`src/rtl/tarm_cfg.svh`:
```
`ifndef TARM_CFG_SVH
`define TARM_CFG_SVH

// Register word indices on the plain register port
`define TARM_A_LIMIT 4'h0
`define TARM_A_DELAY 4'h1
`define TARM_A_HOLD 4'h2
`define TARM_A_ACTION 4'h3
`define TARM_A_INJECT 4'h4
`define TARM_A_HEAT 4'h5
`define TARM_A_SWRST 4'h6
`define TARM_A_STATUS 4'h7
`define TARM_A_CODE 4'h8

// Reset values and limits
`define TARM_LIMIT_RST 3'h0
`define TARM_LIMIT_MAX 3'h5
`define TARM_DELAY_RST 8'h0a
`define TARM_DELAY_MAX 8'hfa
`define TARM_HOLD_RST 1'h0
`define TARM_ACTION_RST 4'h0

// Trip action field bits
`define TARM_ACT_STOP 0
`define TARM_ACT_BRAKE 1
`define TARM_ACT_PHASE 2
`define TARM_ACT_RESISTOR 3

// Status word fields
`define TARM_ST_HEALTHY 0
`define TARM_ST_TRIPPED 1
`define TARM_ST_STOPPING 2
`define TARM_ST_CNT_LSB 4

// Timing: delays count 100 ms ticks
`define TARM_CLK_NS 25
`define TARM_TICK_NS 100000000
`define TARM_TICK_CYC (`TARM_TICK_NS / `TARM_CLK_NS)
`define TARM_TICKS_PER_S (1000000000 / `TARM_TICK_NS)
`define TARM_LONG_WAIT_S 10
`define TARM_LONG_TICKS (`TARM_LONG_WAIT_S * `TARM_TICKS_PER_S)
`define TARM_QUIET_MIN 5
`define TARM_QUIET_TICKS (`TARM_QUIET_MIN * 60 * `TARM_TICKS_PER_S)

// Braking accumulator in 0.1 % units
`define TARM_HEAT_FULL 16'h03e8
`define TARM_HEAT_RELEASE 16'h03b6

// Trip codes
`define TARM_CODE_UV 8'h01
`define TARM_CODE_EEF 8'h1f
`define TARM_CODE_SLOT_A 8'hc8
`define TARM_CODE_SLOT_B 8'hcd
`define TARM_CODE_SLOT_C 8'hd2
`define TARM_CODE_HF_LO 8'hd9
`define TARM_CODE_HF_HI 8'hf5
`define TARM_CODE_EXT 8'h06
`define TARM_CODE_BRAKE 8'h13
`define TARM_CODE_RESISTOR 8'h0a
`define TARM_CODE_PHASE 8'h20
`define TARM_USER_RESET 8'h64
`define TARM_USER_CLEAR 8'hff

`endif

```
`src/rtl/tarm_pkg.sv`:
```
package tarm_pkg;
  `include "tarm_cfg.svh"

  typedef enum logic [1:0] {TARM_RUN, TARM_STOP, TARM_TRIP} tarm_state_e;
  typedef logic [7:0] tarm_code_t;

  // Hardware fault codes: no user action, never auto-reset
  function automatic logic tarm_hw_code(input tarm_code_t c);
    return c == `TARM_CODE_UV || c == `TARM_CODE_EEF ||
           c == `TARM_CODE_SLOT_A || c == `TARM_CODE_SLOT_B ||
           c == `TARM_CODE_SLOT_C ||
           (c >= `TARM_CODE_HF_LO && c <= `TARM_CODE_HF_HI);
  endfunction

  function automatic logic tarm_no_auto(input tarm_code_t c);
    return tarm_hw_code(c) || c == `TARM_CODE_EXT;
  endfunction
endpackage

```
`src/rtl/tarm_top.sv`:
```
// Decided for this implementation: the address map and the plain strobed port.
`timescale 1ns/1ps
// How it works
// RQ1 - Retry limit zero: a trip is never reset automatically.
// RQ2 - Nonzero limit: auto reset after trips, up to limit attempts.
// RQ3 - Wait programmed delay before auto reset; some trips wait 10 s minimum.
// RQ4 - Same code as last trip keeps counting; a different code zeroes count.
// RQ5 - Count at limit: same-code trips are no longer auto reset.
// RQ6 - Five minutes without a trip clears the retry count.
// RQ7 - Undervoltage, external, store, slot and hardware faults never auto reset.
// RQ8 - Any manual reset zeroes the retry count.
// RQ9 - Hold setting zero: healthy flag drops on every trip.
// RQ10 - Hold setting one: healthy stays up when auto reset will follow.
// RQ11 - Action bit 0 set: minor trips stop the motor first, then trip.
// RQ12 - Accumulator full: trip, or with bit 1 inhibit braking until below 95 %.
// RQ13 - Action bit 2 suppresses phase loss trip on low voltage rating only.
// RQ14 - Resistor sensor open trips unless action bit 3 is set.
// RQ15 - Nonzero user trip value acts once, then register returns to zero.
// RQ16 - User 100 resets drive, 255 clears logs, hardware codes do nothing.
// RQ17 - Other user values trip with that code unless already tripped.
// RQ18 - Rising edge of software reset bit or terminal resets the drive.
// RQ19 - Each recorded trip restarts delay and quiet timers.
// RQ20 - Auto reset clears trip and increments count in one cycle.
module tarm_top import tarm_pkg::*; #(
  parameter int unsigned TICK_CYC = `TARM_TICK_CYC
) (
  input wire logic clk_sys,
  input wire logic rst_n,
  input wire logic [3:0] reg_addr,
  input wire logic [15:0] reg_wdata,
  input wire logic reg_wr,
  input wire logic reg_rd,
  output logic [15:0] reg_rdata,
  input wire logic fault_valid,
  input wire logic [7:0] fault_code,
  input wire logic fault_minor,
  input wire logic fault_long_wait,
  input wire logic [15:0] heat_level,
  input wire logic stop_done,
  input wire logic keypad_reset,
  input wire logic rating_200v_pin,
  input wire logic phase_loss_pin,
  input wire logic resistor_open_pin,
  input wire logic reset_term_pin,
  output logic healthy_flag,
  output logic tripped,
  output logic [7:0] trip_code,
  output logic [2:0] retry_count,
  output logic stop_request,
  output logic brake_inhibit,
  output logic drive_reset_pulse,
  output logic clear_logs
);

  ////////////////////////////////////////////////////////////////////////////
  // Pin synchronisers
  logic [3:0] pin_s1_r, pin_s2_r;
  logic term_d_r;
  always_ff @(posedge clk_sys or negedge rst_n) begin
    if (!rst_n) begin
      pin_s1_r <= 4'h0;
      pin_s2_r <= 4'h0;
      term_d_r <= 1'b0;
    end else begin
      pin_s1_r <= {reset_term_pin, resistor_open_pin, phase_loss_pin,
                   rating_200v_pin};
      pin_s2_r <= pin_s1_r;
      term_d_r <= pin_s2_r[3];
    end
  end
  logic rated_200v, phase_loss, resistor_open, term_rise;
  assign rated_200v = pin_s2_r[0];
  assign phase_loss = pin_s2_r[1];
  assign resistor_open = pin_s2_r[2];
  assign term_rise = pin_s2_r[3] & ~term_d_r;

  ////////////////////////////////////////////////////////////////////////////
  // Register file
  logic [2:0] limit_r, limit_nxt;
  logic [7:0] delay_r, delay_nxt;
  logic hold_r, hold_nxt;
  logic [3:0] action_r, action_nxt;
  logic [7:0] inject_r, inject_nxt;
  logic swrst_r, swrst_nxt, swrst_d_r;
  logic [15:0] rdata_nxt;
  tarm_state_e state_r, state_nxt;
  logic [2:0] cnt_r, cnt_nxt;

  always_comb begin
    limit_nxt = limit_r;
    delay_nxt = delay_r;
    hold_nxt = hold_r;
    action_nxt = action_r;
    swrst_nxt = swrst_r;
    inject_nxt = 8'h00; // RQ15
    rdata_nxt = reg_rdata;
    if (reg_wr) begin
      if (reg_addr == `TARM_A_LIMIT) begin
        limit_nxt = (reg_wdata > 16'(`TARM_LIMIT_MAX)) ?
                    `TARM_LIMIT_MAX : reg_wdata[2:0];
      end else if (reg_addr == `TARM_A_DELAY) begin
        delay_nxt = (reg_wdata > 16'(`TARM_DELAY_MAX)) ?
                    `TARM_DELAY_MAX : reg_wdata[7:0];
      end else if (reg_addr == `TARM_A_HOLD) begin
        hold_nxt = reg_wdata[0];
      end else if (reg_addr == `TARM_A_ACTION) begin
        action_nxt = reg_wdata[3:0];
      end else if (reg_addr == `TARM_A_INJECT) begin
        inject_nxt = reg_wdata[7:0];
      end else if (reg_addr == `TARM_A_SWRST) begin
        swrst_nxt = reg_wdata[0];
      end
    end
    if (reg_rd) begin
      if (reg_addr == `TARM_A_LIMIT) begin
        rdata_nxt = {13'h0000, limit_r};
      end else if (reg_addr == `TARM_A_DELAY) begin
        rdata_nxt = {8'h00, delay_r};
      end else if (reg_addr == `TARM_A_HOLD) begin
        rdata_nxt = {15'h0000, hold_r};
      end else if (reg_addr == `TARM_A_ACTION) begin
        rdata_nxt = {12'h000, action_r};
      end else if (reg_addr == `TARM_A_INJECT) begin
        rdata_nxt = {8'h00, inject_r};
      end else if (reg_addr == `TARM_A_HEAT) begin
        rdata_nxt = heat_level;
      end else if (reg_addr == `TARM_A_SWRST) begin
        rdata_nxt = {15'h0000, swrst_r};
      end else if (reg_addr == `TARM_A_STATUS) begin
        rdata_nxt = {9'h000, cnt_r, 1'b0, state_r == TARM_STOP, tripped,
                     healthy_flag};
      end else if (reg_addr == `TARM_A_CODE) begin
        rdata_nxt = {8'h00, trip_code};
      end else begin
        rdata_nxt = 16'h0000;
      end
    end
  end

  always_ff @(posedge clk_sys or negedge rst_n) begin
    if (!rst_n) begin
      limit_r <= `TARM_LIMIT_RST;
      delay_r <= `TARM_DELAY_RST;
      hold_r <= `TARM_HOLD_RST;
      action_r <= `TARM_ACTION_RST;
      inject_r <= 8'h00;
      swrst_r <= 1'b0;
      swrst_d_r <= 1'b0;
      reg_rdata <= 16'h0000;
    end else begin
      limit_r <= limit_nxt;
      delay_r <= delay_nxt;
      hold_r <= hold_nxt;
      action_r <= action_nxt;
      inject_r <= inject_nxt;
      swrst_r <= swrst_nxt;
      swrst_d_r <= swrst_r;
      reg_rdata <= rdata_nxt;
    end
  end

  ////////////////////////////////////////////////////////////////////////////
  // Trip sources
  logic user_special, manual_rst;
  logic cand_valid, cand_minor, cand_long;
  tarm_code_t cand_code;
  logic heat_full;
  assign heat_full = heat_level >= `TARM_HEAT_FULL;
  assign user_special = inject_r == `TARM_USER_RESET ||
                        inject_r == `TARM_USER_CLEAR ||
                        tarm_hw_code(inject_r); // RQ16
  assign manual_rst = (swrst_r & ~swrst_d_r) | term_rise | keypad_reset |
                      (inject_r == `TARM_USER_RESET); // RQ18 RQ16

  always_comb begin
    cand_valid = 1'b1;
    cand_minor = 1'b0;
    cand_long = 1'b0;
    cand_code = 8'h00;
    if (fault_valid) begin
      cand_code = fault_code;
      cand_minor = fault_minor;
      cand_long = fault_long_wait;
    end else if (heat_full && !action_r[`TARM_ACT_BRAKE]) begin
      cand_code = `TARM_CODE_BRAKE; // RQ12
    end else if (phase_loss &&
                 !(action_r[`TARM_ACT_PHASE] && rated_200v)) begin
      cand_code = `TARM_CODE_PHASE; // RQ13
    end else if (resistor_open && !action_r[`TARM_ACT_RESISTOR]) begin
      cand_code = `TARM_CODE_RESISTOR; // RQ14
    end else if (inject_r != 8'h00 && !user_special) begin
      cand_code = inject_r; // RQ17
    end else begin
      cand_valid = 1'b0;
    end
  end

  ////////////////////////////////////////////////////////////////////////////
  // Supervisor
  logic [31:0] tick_cnt_r, tick_cnt_nxt;
  logic [11:0] dly_cnt_r, dly_cnt_nxt, quiet_r, quiet_nxt;
  tarm_code_t last_r, last_nxt, pend_r, pend_nxt;
  logic pend_long_r, pend_long_nxt, long_r, long_nxt;
  logic auto_ok_r, auto_ok_nxt;
  logic healthy_nxt, tripped_nxt, stop_nxt, inhibit_nxt, pulse_nxt;
  logic do_rec, rec_long, rec_auto, auto_fire, tick;
  tarm_code_t rec_code;
  logic [11:0] eff_dly;
  logic [2:0] base_cnt;

  assign tick = tick_cnt_r == TICK_CYC - 32'd1;
  assign eff_dly = (long_r && {4'h0, delay_r} < 12'(`TARM_LONG_TICKS)) ?
                   12'(`TARM_LONG_TICKS) : {4'h0, delay_r}; // RQ3
  assign auto_fire = state_r == TARM_TRIP && !manual_rst && auto_ok_r &&
                     dly_cnt_r >= eff_dly; // RQ2 RQ3

  always_comb begin
    tick_cnt_nxt = tick ? 32'd0 : tick_cnt_r + 32'd1;
    dly_cnt_nxt = (tick && dly_cnt_r != 12'hfff) ? dly_cnt_r + 12'd1 :
                  dly_cnt_r;
    quiet_nxt = (tick && quiet_r < 12'(`TARM_QUIET_TICKS)) ?
                quiet_r + 12'd1 : quiet_r;
    cnt_nxt = cnt_r;
    if (quiet_r >= 12'(`TARM_QUIET_TICKS)) begin
      cnt_nxt = 3'h0; // RQ6
    end
    if (manual_rst) begin
      cnt_nxt = 3'h0; // RQ8
    end
    state_nxt = state_r;
    last_nxt = last_r;
    pend_nxt = pend_r;
    pend_long_nxt = pend_long_r;
    long_nxt = long_r;
    auto_ok_nxt = auto_ok_r;
    healthy_nxt = healthy_flag;
    tripped_nxt = tripped;
    stop_nxt = 1'b0;
    pulse_nxt = manual_rst;
    do_rec = 1'b0;
    rec_code = cand_code;
    rec_long = cand_long;
    case (state_r)
      TARM_RUN: begin
        if (cand_valid && cand_minor && action_r[`TARM_ACT_STOP]) begin
          state_nxt = TARM_STOP; // RQ11
          stop_nxt = 1'b1;
          pend_nxt = cand_code;
          pend_long_nxt = cand_long;
        end else if (cand_valid) begin
          do_rec = 1'b1; // RQ11
        end
      end
      TARM_STOP: begin
        stop_nxt = !stop_done;
        if (stop_done) begin
          do_rec = 1'b1;
          rec_code = pend_r;
          rec_long = pend_long_r;
        end
      end
      TARM_TRIP: begin
        if (manual_rst || auto_fire) begin
          state_nxt = TARM_RUN;
          tripped_nxt = 1'b0;
          healthy_nxt = 1'b1;
          pulse_nxt = 1'b1;
        end
        if (auto_fire) begin
          cnt_nxt = cnt_r + 3'h1; // RQ20 RQ2
        end
      end
      default: begin
        state_nxt = TARM_RUN;
      end
    endcase
    base_cnt = (rec_code == last_r) ? cnt_nxt : 3'h0; // RQ4
    rec_auto = limit_r != 3'h0 && !tarm_no_auto(rec_code) &&
               base_cnt < limit_r; // RQ1 RQ5 RQ7
    if (do_rec) begin
      state_nxt = TARM_TRIP;
      cnt_nxt = base_cnt; // RQ4
      last_nxt = rec_code;
      long_nxt = rec_long;
      auto_ok_nxt = rec_auto;
      tripped_nxt = 1'b1;
      healthy_nxt = hold_r && rec_auto; // RQ9 RQ10
      dly_cnt_nxt = 12'h000; // RQ19
      quiet_nxt = 12'h000; // RQ19
    end
    inhibit_nxt = brake_inhibit;
    if (!action_r[`TARM_ACT_BRAKE] || heat_level < `TARM_HEAT_RELEASE) begin
      inhibit_nxt = 1'b0;
    end else if (heat_full) begin
      inhibit_nxt = 1'b1; // RQ12
    end
  end

  always_ff @(posedge clk_sys or negedge rst_n) begin
    if (!rst_n) begin
      tick_cnt_r <= 32'd0;
      dly_cnt_r <= 12'h000;
      quiet_r <= 12'h000;
      cnt_r <= 3'h0;
      state_r <= TARM_RUN;
      last_r <= 8'h00;
      pend_r <= 8'h00;
      pend_long_r <= 1'b0;
      long_r <= 1'b0;
      auto_ok_r <= 1'b0;
      healthy_flag <= 1'b1;
      tripped <= 1'b0;
      stop_request <= 1'b0;
      brake_inhibit <= 1'b0;
      drive_reset_pulse <= 1'b0;
      clear_logs <= 1'b0;
    end else begin
      tick_cnt_r <= tick_cnt_nxt;
      dly_cnt_r <= dly_cnt_nxt;
      quiet_r <= quiet_nxt;
      cnt_r <= cnt_nxt;
      state_r <= state_nxt;
      last_r <= last_nxt;
      pend_r <= pend_nxt;
      pend_long_r <= pend_long_nxt;
      long_r <= long_nxt;
      auto_ok_r <= auto_ok_nxt;
      healthy_flag <= healthy_nxt;
      tripped <= tripped_nxt;
      stop_request <= stop_nxt;
      brake_inhibit <= inhibit_nxt;
      drive_reset_pulse <= pulse_nxt;
      clear_logs <= inject_r == `TARM_USER_CLEAR; // RQ16
    end
  end
  assign trip_code = last_r;
  assign retry_count = cnt_r;
endmodule

```
`config.mk`:
```
export PLATFORM = sky130hd
export DESIGN_NAME = tarm_top
export DESIGN_NICKNAME = d
export VERILOG_FILES = /design/src/rtl/tarm_pkg.sv /design/src/rtl/tarm_top.sv
export VERILOG_INCLUDE_DIRS = /design/src /design/src/rtl
export SDC_FILE = /design/constraint.sdc
export NUM_CORES = 1
export LEC_CHECK = 0
export ABC_AREA = 1
export ABC_CLOCK_PERIOD_IN_PS = 3400
export BUFFER_PORTS_ARGS = -buffer_cell sky130_fd_sc_hd__buf_2
export CORE_ASPECT_RATIO = 1.75
export CORE_MARGIN = 1
export CORE_UTILIZATION = 35
export DETAILED_ROUTE_END_ITERATION = 8
export PLACE_DENSITY_LB_ADDON = 0.08
export SYNTH_ARGS = -nofsm -noshare
export SYNTH_HDL_FRONTEND = slang
export SYNTH_SLANG_ARGS = --single-unit
```
`constraint.sdc`:
```
create_clock -name clk_sys -period 3.4 [get_ports clk_sys]
set_input_delay 0.34 -clock clk_sys [delete_from_list [all_inputs] [get_ports clk_sys]]
set_output_delay 0.34 -clock clk_sys [all_outputs]
set_load 0.03 [all_outputs]
```
# Word level (Yosys, flattened, before mapping)
# Cells that the tools add are included.
[classes]
n_addsub = 4
n_lt_le_gt_ge = 13
reduce_logical = 57
n_bitwise = 12
mux = 65
n_eq_ne = 29
[op_table]
columns = ["cell", "count"]
rows = [
  ["2-to-1 mux 8 bit", 18],
  ["2-to-1 mux 16 bit", 6],
  ["== test 8 bit (second input constant)", 7],
  ["2-to-1 mux 12 bit", 4],
  ["adder 32 x 1 -> 32 bit (second input constant)", 1],
  ["== test 32 x 22 -> 1 bit (second input constant)", 1],
  ["2-to-1 mux 32 bit", 1],
  ["adder 12 x 1 -> 12 bit (second input constant)", 2],
  ["2-to-1 mux 1 bit", 23],
  ["2-to-1 mux 3 bit", 7],
  ["logical AND 1 bit", 18],
  ["== test 4 x 3 -> 1 bit (second input constant)", 4],
  ["== test 8 x 1 -> 1 bit (second input constant)", 2],
  ["== test 8 x 5 -> 1 bit (second input constant)", 2],
  ["greater-or-equal comparator 16 x 10 -> 1 bit (second input constant)", 1],
  ["greater-or-equal comparator 8 bit (second input constant)", 2],
  ["> comparator 16 x 3 -> 1 bit (second input constant)", 1],
  ["> comparator 16 x 8 -> 1 bit (second input constant)", 1],
  ["less-or-equal comparator 8 bit (second input constant)", 2],
  ["less-than comparator 16 x 10 -> 1 bit (second input constant)", 1],
  ["logical OR 1 bit", 15],
  ["greater-or-equal comparator 12 bit (second input constant)", 1],
  ["greater-or-equal comparator 12 x 8 -> 1 bit", 1],
  ["less-than comparator 12 bit (second input constant)", 1],
  ["other kinds (32)", 58],
]
[word_totals]
wordCells = 207
register_bits = 137

# Longest topological paths before layout
[depth]
depth_word = 28
ltp_mapped = 27

# Worst setup path after synthesis
# OpenSTA, ideal clock, no wires.
[synth_path]
path_kind = "flip-flop to flip-flop"
startpoint = "register delay_r[3]"
endpoint = "register auto_ok_r"
period_less_slack_ps = 3379
path_stages_with_launch = 25
arrival_time_ps = 3313
setup_slack_ps = 21
setup_time_ps = 65
required_time_ps = 3335
cell_sequence = "dfstp_2 inv_1 a311oi_1 nor3_1 inv_1 nand2_1 ha_1 a21boi_0 o21ai_0 nand2_1 a21oi_1 o21bai_1 a21oi_1 o21ai_0 nand2_1 inv_1 nor2_1 inv_1 nor2_1 a22oi_1 nor2_1 ha_1 a211oi_1 nand4_1 nand2_1"
[synth_between]
elab_chain_cells = 10
[synth_rtl]
columns = ["element", "line", "source"]
rows = [
  ["from (decl)", "tarm_top.sv:80", "logic [7:0] delay_r, delay_nxt;"],
  ["from (signal assigned)", "tarm_top.sv:143", "delay_r <= `TARM_DELAY_RST;"],
  ["from (signal assigned)", "tarm_top.sv:152", "delay_r <= delay_nxt;"],
  ["less-than comparator 8 x 7 -> 1 bit", "tarm_top.sv:212", "assign eff_dly = (long_r && {4'h0, delay_r} < 12'(`TARM_LONG_TICKS)) ?"],
  ["logical AND 1 bit", "tarm_top.sv:212", ""],
  ["2-to-1 mux 8 bit (*)", "tarm_top.sv:212", ""],
  ["greater-or-equal comparator 12 x 8 -> 1 bit (*)", "tarm_top.sv:215", "dly_cnt_r >= eff_dly;"],
  ["logical AND 1 bit (*)", "tarm_top.sv:214", "assign auto_fire = state_r == TARM_TRIP && !manual_rst && auto_ok_r &&"],
  ["2-to-1 mux 3 bit (*)", "tarm_top.sv:269", "if (auto_fire) begin"],
  ["2-to-1 mux 3 bit (*)", "tarm_top.sv:243", "case (state_r)"],
  ["2-to-1 mux 3 bit (*)", "tarm_top.sv:277", "base_cnt = (rec_code == last_r) ? cnt_nxt : 3'h0;"],
  ["less-than comparator 3 bit (*)", "tarm_top.sv:279", "base_cnt < limit_r;"],
  ["logical AND 1 bit (*)", "tarm_top.sv:278", "rec_auto = limit_r != 3'h0 && !tarm_no_auto(rec_code) &&"],
  ["to (signal assigned)", "tarm_top.sv:327", "auto_ok_r <= auto_ok_nxt;"],
  ["to (decl)", "tarm_top.sv:204", "logic auto_ok_r, auto_ok_nxt;"],
]
# Mark *: on every way between the ends. The rest lies on a longest branch, timed or not.
# A chain may end at the register's enable or synchronous reset.

# Worst setup path in the final report
# Same ends and word-level chain as after synthesis.

==> impl_results.md <==
* Top post-synthesis cells by count: 198 x nand2_1, 141 x inv_1, 134 x dfrtp_1, 102 x nor2_1, 73 x o21ai_0
* Clock Root Buffer: clkbuf_16
* Largest net degree at the start of global routing at 76
* Async set-reset flop share out of synthesis at 100%
* Synth top area cells: dfrtp_1 44%, nand2_1 9.8%, inv_1 7.0%
* Post-synth top area cell: dfrtp_1
* Core ar. at roughly 21000 um2
* Share of cells above drive strength 1 at slightly below 20%
* Seq cells post-synth at 137
* Tcrit/Tclk final at 101%
* Setup Skew at 0.00772 ns
* Failing checks: negative setup slack
* All-Layer GR Usage at a little over a fifth
* Fin. max-slew vios at 0
* Final TNS setup at -0.0453 ns
* DRC at 0
* Max-slew headroom at roughly half
* # rows at 70
* Overall power at a little over 5 mW
* Synth Area per Inst at 7.78 um2
* R2R Setup Slk at -0.02 ns
* Final setup viols at 2
* Pre-Repair DR Iteration Count at 5
* Clock Latency Late Sink at around 0.43 ns
* Unrepaired setup endpoints after global routing: yes
* Clock Sinks at 137
* CP max FO at 3
* Die width at approximately 110 um
* Post-synthesis sequential area ratio at between 40% and 50%
* HP Class: in -> reg
* CP endpoint kind: flop
* Critical Path RT at around 3.8 ns
* CP arrival at between 3 and 4 ns
* RD Place Congestion at ~0.89
* Crit-path cells: inv_2, a311oi_2, nor3_2, inv_1, nand2_1, ha_1, a21boi_1, o21ai_1, nand2_1, a21oi_2, o21bai_1, a21oi_2, o21ai_2, nand2_2, inv_2, nor2_4, inv_2, nor2_4, a22oi_2, nor2_1, ha_1, a211oi_2, nand4_1, nand2_1
* Ys flop type: dfrtp_1
* Die area at around 22000 um2
* Slew @ Worst Pin at roughly 0.76 ns
* Max stage delay cell, worst path: dfstp_2
* CP top delay family: compound AO/OA/AOI/OAI gates
* Layout area overhead at 22.3%
* P per Cell Area at around 550 nW/um2
* VDD IR max at between 300 and 400 uV
* WL per Instance at about 17 um
* Post-synth net total at 1042
* TritonCTS buffer count at 17
* LEAKAGE at ~4.6 nW
* I/O pin count at 90
* Ys Warns at 0
* Clock slew at reported path FFs at 0.06 ns
* Vias per cell at between 5 and 6
* Total congestion overflow at 0
* Syn Inst Count at 970
* Crit Path Class: reg -> reg
* Worst Setup Start Kind: flop
* Top cell type's share of synthesized area at about 44%
* Max clock buf depth at 2
* Maximum level of the CTS H-tree at 4
* Diode count at 0
* Worst setup margin at -0.0247 ns
* Final #Nets at between 1k and 1.5k
* 1st-iter DRT viols at around 460
* Vias in the first global route at about 7.1k
* IO Port Bufs at between 80 and 90
* CTS tree: yes
* Max Cap Violations at 0
* Initial antenna violation count at 0
* Starting Density at a little over a third
* Post-route cell area at slightly above 9000 um2
* Number of distinct library cells after synthesis at 52
* Status: complete, but fails checks
* CP peak stage delay at 0.53 ns
* DR vias at approximately 7k
* First-pass GRT wire length at 36.6 mm
* Max Fclk at around 0.29 GHz
* Number of flops mapped to enable cells by yosys at 0
* Count leader, synth: nand2_1
* HPWL after DPL at 17.6 mm
* Placed inst area at about 8500 um2
* Post-layout min period at roughly 3.4 ns
* Final Hold Viols at 0
* Final antenna-violating net count at 0
* Post-Route WL at approximately 23 mm
* Buf+Inv Stages, Crit Path at 4
* Mapped Area at roughly 7600 um2
* Die H at a little under 200 um
==> metal layers <==
metal / up-vias / share of wire, % / global-route usage (%)
li1: 3481 / - / -
met1: 3223 / 37 / 22.0
met2: 140 / 56 / 41.9
met3: 40 / 3.6 / 4.11
met4: 0 / 3.7 / 10.6
met5: - / 0 / 0
==> state kept, by name, summed over array words and instances (netlist names), 4 cells and up <==
name	flops
inject_r	8
reg_rdata	16
pin_s1_r	4
action_r	4
tick_cnt_r	32
pend_r	8
quiet_r	12
dly_cnt_r	12
trip_code	8
delay_r	8
pin_s2_r	4
==> power by group <==
group          leakage (nW)  switching, mW  total, mW  internal [mW]
Sequential             1.79          0.164       2.00           1.84
Clock                 0.291          0.702       1.87           1.17
Combinational          2.47          0.800       1.21          0.407
==> cell usage in the layout (no fill, tap or decap), types with 4 or more instances in the layout <==
cell type,synthesis,final
inv_2,4,7
nand4_1,23,23
buf_2,4,88
o211ai_1,5,5
o22ai_1,8,8
nor3_1,33,32
nor4_1,15,15
clkbuf_8,0,5
o21ai_1,3,4
nand2_2,5,6
xor2_1,15,15
mux2_2,7,7
nor3_2,4,5
or2_2,13,13
dfrtp_1,134,134
buf_4,0,40
o221ai_1,4,4
nor2_4,3,5
nand3_1,56,56
clkbuf_16,0,17
inv_1,141,138
ha_1,15,15
a31oi_1,6,6
nor2_1,102,100
o21ai_0,73,71
a21oi_1,42,40
nand2_1,198,197
==> layout make-up <==
cell class | instances | area (um2)
timing repair buffer | 132 | 792
inverter | 148 | 556
sequential | 137 | 3430
fill | 2191 | 11800
clock buffer | 23 | 498
multi-input combinational | 670 | 3550
tap | 252 | 315
clock inverter | 7 | 91.3
==> path summary, 6_finish.rpt <==
| check | from | end | cells after the start |
|---|---|---|---|
| max | delay_r[3] | auto_ok_r | 24 |
| max in group asynchronous | rst_n | healthy_flag | 3 |
| min in group asynchronous | rst_n | reg_rdata[13] | 2 |
| min reg2reg | pin_s1_r[3] | pin_s2_r[3] | 0 |
| min | reset_term_pin | pin_s1_r[3] | 1 |
| max reg2reg | delay_r[3] | auto_ok_r | 24 |
==> worst reg2reg max path: stages, from the launching register on <==
cell and delay (ns):
dfstp_2 0.53, inv_2 0.04, a311oi_2 0.27, nor3_2 0.09
inv_1 0.09, nand2_1 0.06, ha_1 0.26, a21boi_1 0.16
o21ai_1 0.07, nand2_1 0.07, a21oi_2 0.05, o21bai_1 0.14
a21oi_2 0.08, o21ai_2 0.15, nand2_2 0.08, inv_2 0.09
nor2_4 0.04, inv_2 0.08, nor2_4 0.04, a22oi_2 0.16
nor2_1 0.07, ha_1 0.31, a211oi_2 0.27, nand4_1 0.13
nand2_1 0.07
==> metrics by stage <==
| stage | hold slack (ns) | worst slack [ns] | utilization [%] | instances |
|---|---|---|---|---|
| final | 0.0184 | -0.0247 | 43.9 | 1369 |
| after global routing | 0.00159 | -0.326 | 43.9 | 1369 |
| after CTS | 0.00346 | -0.109 | 43.9 | 1369 |
| after detailed placement | 0.336 | -0.437 | 40.5 | 1329 |
| after global placement | 0.332 | -0.312 | 40.5 | 1329 |
| after floorplan | 0.0444 | 0.0212 | - | 970 |
==> what timing repair did <==
action,4_1_cts,5_1_grt
endpoints found under the hold margin,72,0
endpoints found under the setup margin,2,2
hold buffers,2,0
buffers inserted,9,0
pin swaps,15,14
gates resized for setup,16,2
==> kinds of logic (layout without fill, tap and decap cells) <==
kind of cell,after synthesis,after routing,share of synthesized area (%)
compound gates,164,164,12.6
fa+ha+maj,15,15,2.49
buf+inv,163,310,8.17
xor+xnor,17,17,1.97
flops,137,137,45.5
mux,7,7,1.04
simple gates,467,467,28.3
Power figures use the tool's default switching activity.
